### src/hcp_pkg.sv
// shared constants and types for the hall commutation speed loop
package hcp_pkg;

    // ******************************
    // widths
    // ******************************
    localparam int SPEED_W   = 16;
    localparam int GAIN_W    = 8;
    localparam int DUTY_W    = 8;
    localparam int GAIN_FRAC = 4;
    localparam int ACC_W     = 28;

    // ******************************
    // reset values and limits
    // ******************************
    localparam logic [7:0] DUTY_MIN = 8'h00;
    localparam logic [7:0] DUTY_MAX = 8'hFF;
    localparam logic [7:0] DUTY_RST = 8'h00;
    localparam logic [7:0] CNT_RST  = 8'h00;
    localparam logic [7:0] CNT_LAST = 8'hFF;

    // ******************************
    // hall codes, order a-b-c
    // ******************************
    localparam logic [2:0] HALL_110 = 3'h6;
    localparam logic [2:0] HALL_100 = 3'h4;
    localparam logic [2:0] HALL_101 = 3'h5;
    localparam logic [2:0] HALL_001 = 3'h1;
    localparam logic [2:0] HALL_011 = 3'h3;
    localparam logic [2:0] HALL_010 = 3'h2;

    typedef enum logic [2:0] {
        PH_NONE = 3'h0,
        PH_A    = 3'h1,
        PH_B    = 3'h2,
        PH_C    = 3'h4
    } hcp_phase_t;

    typedef struct packed {
        logic a;
        logic b;
        logic c;
    } hcp_hall_t;

    typedef struct packed {
        logic phase_a_high_switch;
        logic phase_a_low_switch;
        logic phase_b_high_switch;
        logic phase_b_low_switch;
        logic phase_c_high_switch;
        logic phase_c_low_switch;
    } hcp_sw_t;

    localparam hcp_sw_t SW_OFF = 6'h00;

endpackage

### src/hcp_top.sv
// six-step hall commutation with pi speed loop and complementary pwm
`timescale 1ns/1ps
module hcp_top (
    // clock and reset
    input  wire logic                     sys_clk,
    input  wire logic                     srst,
    // control
    input  wire logic                     run_en,
    input  wire logic signed [15:0]       speed_req,
    input  wire logic signed [15:0]       speed_meas,
    input  wire logic [7:0]               gain_p,
    input  wire logic [7:0]               gain_i,
    // hall sensors
    input  wire hcp_pkg::hcp_hall_t       hall,
    // power stage
    output hcp_pkg::hcp_sw_t              sw_r,
    // status
    output logic [7:0]                    duty_r,
    output logic                          hall_fault_r
);

    // ******************************
    // pwm carrier
    // ******************************
    logic pwm_on;
    logic sample_en;

    hcp_pwm_gen u_pwm (
        .sys_clk  (sys_clk),
        .srst     (srst),
        .duty     (duty_r),
        .pwm_on_r (pwm_on),
        .period_r (sample_en)
    );

    // ******************************
    // pi speed controller
    // ******************************
    logic signed [16:0] err;
    logic signed [25:0] prod_p;
    logic signed [25:0] prod_i;
    logic signed [27:0] ui_sum;
    logic signed [27:0] u_sum;
    logic [7:0]         ui_r;
    logic [7:0]         ui_nxt;
    logic [7:0]         duty_nxt;

    function automatic logic [7:0] sat8(input logic signed [27:0] v);
        if (v < 28'sd0) begin
            return hcp_pkg::DUTY_MIN;
        end else if (v > 28'sd255) begin
            return hcp_pkg::DUTY_MAX;
        end else begin
            return v[7:0];
        end
    endfunction

    always_comb begin
        err    = 17'(speed_req) - 17'(speed_meas);
        prod_p = err * $signed({1'b0, gain_p});
        prod_i = err * $signed({1'b0, gain_i});
        ui_sum = 28'($signed({1'b0, ui_r}))
               + 28'(prod_i >>> hcp_pkg::GAIN_FRAC);
        ui_nxt = sat8(ui_sum);
        u_sum  = 28'(prod_p >>> hcp_pkg::GAIN_FRAC)
               + 28'($signed({1'b0, ui_nxt}));
        duty_nxt = sat8(u_sum);
    end

    // integral clears while stopped so a restart begins from zero
    always_ff @(posedge sys_clk) begin
        if (srst) begin
            ui_r   <= hcp_pkg::DUTY_RST;
            duty_r <= hcp_pkg::DUTY_RST;
        end else if (!run_en) begin
            ui_r   <= hcp_pkg::DUTY_RST;
            duty_r <= hcp_pkg::DUTY_RST;
        end else if (sample_en) begin
            ui_r   <= ui_nxt;
            duty_r <= duty_nxt;
        end
    end

    // ******************************
    // hall decode and commutation
    // ******************************
    hcp_pkg::hcp_phase_t hi_ph;
    hcp_pkg::hcp_phase_t lo_ph;
    logic                hall_bad;
    hcp_pkg::hcp_sw_t    sw_nxt;

    always_comb begin
        hall_bad = 1'b0;
        unique case ({hall.a, hall.b, hall.c})
            hcp_pkg::HALL_110: begin
                hi_ph = hcp_pkg::PH_A;
                lo_ph = hcp_pkg::PH_C;
            end
            hcp_pkg::HALL_100: begin
                hi_ph = hcp_pkg::PH_B;
                lo_ph = hcp_pkg::PH_C;
            end
            hcp_pkg::HALL_101: begin
                hi_ph = hcp_pkg::PH_B;
                lo_ph = hcp_pkg::PH_A;
            end
            hcp_pkg::HALL_001: begin
                hi_ph = hcp_pkg::PH_C;
                lo_ph = hcp_pkg::PH_A;
            end
            hcp_pkg::HALL_011: begin
                hi_ph = hcp_pkg::PH_C;
                lo_ph = hcp_pkg::PH_B;
            end
            hcp_pkg::HALL_010: begin
                hi_ph = hcp_pkg::PH_A;
                lo_ph = hcp_pkg::PH_B;
            end
            default: begin
                hi_ph    = hcp_pkg::PH_NONE;
                lo_ph    = hcp_pkg::PH_NONE;
                hall_bad = 1'b1;
            end
        endcase
    end

    // bipolar: pair swaps polarity in the pwm off time, no dead time here
    always_comb begin
        sw_nxt = hcp_pkg::SW_OFF;
        if (run_en && !hall_bad) begin
            sw_nxt.phase_a_high_switch = (hi_ph == hcp_pkg::PH_A) ? pwm_on
                : (lo_ph == hcp_pkg::PH_A) & !pwm_on;
            sw_nxt.phase_a_low_switch  = (hi_ph == hcp_pkg::PH_A) ? !pwm_on
                : (lo_ph == hcp_pkg::PH_A) & pwm_on;
            sw_nxt.phase_b_high_switch = (hi_ph == hcp_pkg::PH_B) ? pwm_on
                : (lo_ph == hcp_pkg::PH_B) & !pwm_on;
            sw_nxt.phase_b_low_switch  = (hi_ph == hcp_pkg::PH_B) ? !pwm_on
                : (lo_ph == hcp_pkg::PH_B) & pwm_on;
            sw_nxt.phase_c_high_switch = (hi_ph == hcp_pkg::PH_C) ? pwm_on
                : (lo_ph == hcp_pkg::PH_C) & !pwm_on;
            sw_nxt.phase_c_low_switch  = (hi_ph == hcp_pkg::PH_C) ? !pwm_on
                : (lo_ph == hcp_pkg::PH_C) & pwm_on;
        end
    end

    // registered straight from the hall lines: one cycle to commutate
    always_ff @(posedge sys_clk) begin
        if (srst) begin
            sw_r         <= hcp_pkg::SW_OFF;
            hall_fault_r <= 1'b0;
        end else begin
            sw_r         <= sw_nxt;
            hall_fault_r <= hall_bad;
        end
    end

    logic [2:0] drv_ph;
    logic       hall_ok;
    logic       pair_ac;
    assign drv_ph  = {sw_r.phase_a_high_switch | sw_r.phase_a_low_switch,
                      sw_r.phase_b_high_switch | sw_r.phase_b_low_switch,
                      sw_r.phase_c_high_switch | sw_r.phase_c_low_switch};
    assign hall_ok = !hall_bad && run_en;
    assign pair_ac = sw_r.phase_a_high_switch == sw_r.phase_c_low_switch;
endmodule

### src/hcp_pwm_gen.sv
// free running pwm carrier with duty compare and period pulse
`timescale 1ns/1ps
module hcp_pwm_gen (
    // clock and reset
    input  wire logic              sys_clk,
    input  wire logic              srst,
    // duty in
    input  wire logic [7:0]        duty,
    // carrier out
    output logic                   pwm_on_r,
    output logic                   period_r
);

    logic [7:0] cnt_r;

    always_ff @(posedge sys_clk) begin
        if (srst) begin
            cnt_r <= hcp_pkg::CNT_RST;
        end else begin
            cnt_r <= cnt_r + 8'h01;
        end
    end

    // duty of full scale gives 255/256 on time
    always_ff @(posedge sys_clk) begin
        if (srst) begin
            pwm_on_r <= 1'b0;
            period_r <= 1'b0;
        end else begin
            pwm_on_r <= (cnt_r < duty);
            period_r <= (cnt_r == hcp_pkg::CNT_LAST);
        end
    end

endmodule

### config.mk
export PLATFORM = sky130hd
export DESIGN_NAME = hcp_top
export DESIGN_NICKNAME = d
export VERILOG_FILES = /design/src/hcp_pkg.sv /design/src/hcp_top.sv /design/src/hcp_pwm_gen.sv
export SDC_FILE = /design/constraint.sdc
export NUM_CORES = 1
export LEC_CHECK = 0
export BUFFER_PORTS_ARGS = -buffer_cell sky130_fd_sc_hd__buf_2
export CAP_MARGIN = 15
export CELL_PAD_IN_SITES_DETAIL_PLACEMENT = 1
export CELL_PAD_IN_SITES_GLOBAL_PLACEMENT = 2
export CORE_MARGIN = 3
export CORE_UTILIZATION = 42
export DETAILED_ROUTE_END_ITERATION = 10
export PLACE_DENSITY_LB_ADDON = 0.1
export SLEW_MARGIN = 20
export SYNTH_ARGS = -nofsm -noshare
export SYNTH_HDL_FRONTEND = slang
export SYNTH_SLANG_ARGS = --single-unit
### constraint.sdc
create_clock -name sys_clk -period 28.9 [get_ports sys_clk]
set_input_delay 2.89 -clock sys_clk [delete_from_list [all_inputs] [get_ports sys_clk]]
set_output_delay 2.89 -clock sys_clk [all_outputs]
set_load 0.1 [all_outputs]
* Yosys cells after proc, flatten, opt, wreduce, memory -nomap -nowiden
Cells that the tools add are included.
** Word-level totals
- Flip-flop bits (word level) :: 33
- Bits in latches :: 0
- Bits in writable memories :: 0
- Bits in read-only memories :: 0
- Input bits :: 54
- Output and inout port bits :: 15
- Memories :: 0
** Operators by class
- Add/sub/neg operators :: 4
- $mul :: 2
- Divide/modulo/power cells :: 0
- $lt $le $gt $ge :: 5
- Equal/unequal tests :: 13
- Shifts and indexed selects :: 0
- Muxes and demuxes :: 13
- Bitwise gates (word level) :: 8
- Reductions and logical operators :: 11
** Operators by type and width (number)
- $mul A17 B9 Y26 :: 2
- $gt A23 B9 Y1 const B :: 2
- $lt A23 B1 Y1 const B :: 2
- $mux W8 :: 4
- $add A22 B9 Y23 :: 1
- $add A9 B22 Y23 :: 1
- $pmux W3 S3 :: 2
- $sub A16 B16 Y17 :: 1
- $reduce_or A2 Y1 :: 8
- $eq A3 B3 Y1 const B :: 5
- $eq A3 B2 Y1 const B :: 4
- $eq A3 B1 Y1 const B :: 3
- $add A8 B1 Y8 const B :: 1
- $eq A8 B8 Y1 const B :: 1
- $lt A8 B8 Y1 :: 1
- $mux W1 :: 7
- $and A1 B1 Y1 :: 6
- $reduce_or A6 Y1 :: 1
- $not A1 Y1 :: 2
- $logic_and A1 B1 Y1 :: 1
- $logic_not A1 Y1 :: 1

* Longest topological paths before layout
- Depth after elaboration :: 10
- Depth in mapped cells :: 55
- Mapped depth without buffers :: 50

* By module
Synthesis repeated with hierarchy kept, for this count alone.
** Second synthesis, totals
- Cell total of the unflattened synthesis :: 1629
- Area total of the unflattened synthesis :: 13292.7 um^2
** Modules (own cells, without submodules)
- hcp_top :: instances 1, cells an instance 1570, area each 12752.2 um^2, seq. area each 460.4 um^2
- hcp_pwm_gen :: instances 1, cells an instance 59, area each 540.5 um^2, seq. area each 200.2 um^2

* Worst setup path before layout
Ideal clock, no wire load.
- Path kind :: input port to flip-flop
- From :: input speed_req[0]
- To :: register duty_r[1]
- Library setup time :: 0.135 ns
- Arrival :: 13.811 ns
- Setup slack :: 14.954 ns
- Stages on the path :: 54
- Path buffers :: 4
- Path through :: inv_1 -> ha_1 -> fa_1 -> nor2b_1 -> o21ai_0 -> a21boi_0 -> o21ai_0 -> a21boi_0 -> o21ai_0 -> a21boi_0 -> o21ai_0 -> a21boi_0 -> o21ai_0 -> a21boi_0 -> o21ai_0 -> nor3b_1 -> nor2_1 -> clkbuf_1 -> (+18 left out) -> a21o_1 -> and3_4 -> buf_4 -> a21oi_1 -> ha_1 -> inv_1 -> fa_1 -> nor2b_1 -> nand2_1 -> nor4_1 -> a31oi_1 -> a221oi_1 -> mux2_4 -> a21oi_2 -> a2111oi_2 -> o21ai_0 -> nor4_1 -> o21ai_1
** On the way
- Longest elaborated chain between the ends :: 10
- Elaborated cells between the ends (all ways) :: 13
- Classes of those cells :: add/sub (3); mul (2); order compare (4); mux (4)
** Ends and longest elaborated chain
- from (decl) :: RTL line hcp_top.sv:9 : input wire logic signed [15:0] speed_req,
- $sub A16 B16 Y17 (*) :: RTL line hcp_top.sv:59 : err = 17'(speed_req) - 17'(speed_meas);
- $mul A17 B9 Y26 (*) :: RTL line hcp_top.sv:61 : prod_i = err * $signed({1'b0, gain_i});
- $add A9 B22 Y23 (*) :: RTL line hcp_top.sv:63 : + 28'(prod_i >>> hcp_pkg::GAIN_FRAC);
- $gt A23 B9 Y1 :: RTL line hcp_top.sv:51 : end else if (v > 28'sd255) begin
- $mux W8 :: RTL line hcp_top.sv:51
- $mux W8 (*) :: RTL line hcp_top.sv:49 : if (v < 28'sd0) begin
- net ui_nxt[0] :: RTL line hcp_top.sv:45 : logic [7:0] ui_nxt;
- $add A22 B9 Y23 (*) :: RTL line hcp_top.sv:66 : + 28'($signed({1'b0, ui_nxt}));
- $gt A23 B9 Y1 :: RTL line hcp_top.sv:51
- $mux W8 :: RTL line hcp_top.sv:51
- $mux W8 (*) :: RTL line hcp_top.sv:49
- to (signal assigned) :: RTL line hcp_top.sv:74 : duty_r <= hcp_pkg::DUTY_RST;
- to (signal assigned) :: RTL line hcp_top.sv:77 : duty_r <= hcp_pkg::DUTY_RST;
- to (signal assigned) :: RTL line hcp_top.sv:80 : duty_r <= duty_nxt;
- to (decl) :: RTL line hcp_top.sv:18 : output logic [7:0] duty_r,
The timed path passes the listed nets; every way through them passes the cells marked *.
A chain may end at the register's enable or synchronous reset.

* Final worst setup path
- From :: input speed_req[0]
- To :: register duty_r[4]
The elaborated chain is that of the path after synthesis.

==> PnR_summary.wiki <==
{| class="wikitable"
! Metric !! Value
|-
| Total number of nets in the final design || 2279
|-
| Dominant cell type by area after synthesis || fa_1
|-
| Status || complete, no violations
|-
| Register bit count reported by yosys || 33
|-
| Post-Syn Instances || 1857
|-
| Xor and xnor area share after synthesis || 3.54%
|-
| Data required time at the worst endpoint || 29040 ps
|-
| Deepest level of the CTS H-tree || 2
|-
| Max Clk Rate || 64.3 MHz
|-
| Unrepaired setup endpoints after global routing || false
|-
| Antenna-violating nets left || 0
|-
| Sum of routed wire length over all layers || 40.5 mm
|-
| Overall Global Routing Usage || 22.7%
|-
| Fin crit share || 53.8%
|-
| Antenna violations before repair || 0
|-
| Die height || 192 um
|-
| Hold WC Path Type || register to register
|-
| Slew of the pin with the lowest slew margin || 1080 ps
|-
| Worst hold slack across all endpoints || 459 ps
|-
| Worst-path cell with the longest stage delay || or4_1
|-
| Cell repeated most along the worst path || o21ai_0
|-
| Startpoint Class || input port
|-
| Routed vias || 12500
|-
| Sort of element at the end of the critical path || register
|-
| Relative area change from synthesis to final layout || 5.94%
|-
| Routed len/inst || 17.5 um
|-
| Via-to-Cell Ratio || 5.40
|-
| Place WS || 13000 ps
|-
| Post-synth net total || 2269
|-
| Die boundary width || 192 um
|-
| Average cell area after synthesis || 7.79 sq um
|-
| Worst Setup Path Type || input port to register
|-
| Simple-gate share of the synthesized area || 22.1%
|-
| Yosys warning count || 0
|-
| # diodes || 0
|-
| Clock skew || 7.00 ps
|-
| Sequential area share after synthesis || 4.57%
|-
| Initial core utilization || 42.8%
|-
| Max-slew violation count || 0
|-
| Synth top cells by count || inv_1, nand2_1, fa_1, ha_1, and2_1
|-
| CP Buf/Inv Count || 7
|-
| Residual DRC count || 0
|-
| Most area-consuming cells after synthesis || fa_1, ha_1, inv_1
|-
| GR Overflow Total || 0
|-
| Endpoints failing hold || 0
|-
| Final HPWL from detailed placement || 33.6 mm
|-
| Total setup buffers inserted after CTS || 0
|-
| Floorplan row count || 67
|-
| Dominant combinational cell family by area after synthesis || adder cells
|-
| Adder-cell share of the synthesized area || 42.3%
|-
| Multiplexer area fraction after synthesis || 1.09%
|-
| Remaining max-slew budget at the tightest pin || 27.3%
|-
| Clock latency of the later-clocked register in the worst-skew pair || 280 ps
|-
| CTS Buf Count || 5
|-
| Count of routing violations after the opening detailed-route iteration || 411
|-
| Count of boundary I/O pins || 69
|-
| Reported max-cap violation count || 0
|-
| Critical-path maximum fanout || 13
|-
| Vias in the first global route || 13500
|-
| Clock period minus final worst setup slack || 15550 ps
|-
| Maximum cell stage delay along the critical path || 720 ps
|-
| Buffer type at the clock tree root || clkbuf_16
|-
| GPL Wtd Cong || 0.839
|-
| Number of hold-repair buffers added at the cts stage || 0
|-
| Clk sinks || 33
|-
| CP arrival || 15690 ps
|-
| Clock transition time at the flip-flop clock pins of the worst setup and hold paths || 50 ps
|-
| Post-CTS resize count || 0
|-
| Proportion of layout cells with a drive suffix above 1 || 7.01%
|-
| Final-layout fill cell count || 4195
|-
| Setup-failing EPs final || 0
|-
| Most frequent cell after synthesis || inv_1
|-
| Ys flop type || dfxtp_1
|-
| Pin count of the biggest net entering global routing || 36
|-
| Total negative slack for setup checks || 0 ps
|-
| Number of synthesized flops with an enable pin || 0
|-
| Synthesized area || 0.0145 sq mm
|-
| Share of Yosys cell area claimed by the top area cell type || 30.3%
|-
| Total Die Area || 0.0367 sq mm
|-
| Min setup slack post-route || 13350 ps
|-
| Deepest clock path buffer count || 2
|-
| Distinct cells, synth || 83
|-
| Core outline area || 0.0338 sq mm
|-
| Number of detailed-routing iterations run before antenna repair || 5
|-
| TritonCTS clock tree || done
|-
| Fraction of registers with async set or reset after synthesis || 0%
|-
| Fraction of the mapped netlist area in compound gates || 14.7%
|-
| Count of port buffers added during placement || 68
|-
| Cell class contributing the biggest share of worst-path delay || compound AO/OA/AOI/OAI gates
|-
| Global-route wire length before repair || 68.0 mm
|}
[worst register-to-register path, delay by kind of cell (launching register included)]
family                     cells  cell delay, ps
adders and majority gates      4            1150
muxes                          1             260
AOI/OAI and AO/OA             12            2830
and+or+nand+nor                8            2080
DFF                            1             360
buffers and inverters          2             120
[sequential cells by signal (all words and copies together), names as in the netlist]
signal and flops:
hall_fault_r 1, u_pwm.pwm_on_r 1, ui_r 8, sw_r 6, duty_r 8, u_pwm.cnt_r 8
u_pwm.period_r 1
[cells by family (layout without fill, tap and decap cells)]
family          count (synthesis)  after routing
simple gates                  640            640
buf+inv                       444            455
fa+ha+maj                     358            358
compound gates                310            310
xor+xnor                       57             57
flops                          33             33
mux                            15             15
[final timing paths]
kind / start / depth (start not counted) / slack [ps] / to
worst max register to register: ui_r[0] / 27 / 21990 / duty_r[4]
worst min-delay path: u_pwm.cnt_r[0] / 1 / 460 / u_pwm.cnt_r[0]
worst max-delay path: speed_req[0] / 52 / 13350 / duty_r[4]
worst min register to register: u_pwm.cnt_r[0] / 1 / 460 / u_pwm.cnt_r[0]
[through the flow]
stage               instance area (sq um)  util (%)  cells
floorplan                           14500         -   1857
global placement                    15200      45.0   2308
detailed placement                  15200      45.0   2308
CTS                                 15300      45.4   2316
global route                        15300      45.4   2316
finish                              15300      45.4   2316
[final cells by class]
class                   count  area [sq um]  area share, %
flip-flops and latches     33           661           4.31
well taps                 448           561           3.66
multi-input cells        1380         12100           79.1
repair buffers             88           490           3.20
inverters                 359          1350           8.79
clock inverters             3          17.5          0.114
clock buffers               5           125          0.816
[layer usage]
layer / vias up / wire [um] / GRT usage (%)
met5: - / 0 / 0
met4: 0 / 512 / 3.42
met3: 26 / 1020 / 0.712
met2: 167 / 20500 / 41.8
met1: 6323 / 18500 / 30.2
li1: 5980 / - / -
[cells in the final DEF, fill, tap and decap left out, drive strengths merged, types with 8 or more instances in the layout]
| cell | n |
|---|---|
| inv | 359 |
| nand2 | 229 |
| fa | 219 |
| ha | 139 |
| and2 | 116 |
| nor2 | 88 |
| buf | 88 |
| a21oi | 82 |
| o21ai | 64 |
| nor2b | 48 |
| nor4 | 35 |
| dfxtp | 33 |
| xnor2 | 32 |
| nand3 | 32 |
| o211ai | 30 |
| nor3 | 26 |
| xor2 | 24 |
| a21o | 17 |
| nand2b | 15 |
| a211oi | 15 |
| a21boi | 15 |
| o21a | 12 |
| mux2i | 12 |
| a311oi | 11 |
| or3 | 9 |
| o31ai | 8 |
| a31oi | 8 |
Power is not shown: default switching activity piles up to over one toggle a cycle in this logic, so the estimate is an artifact.
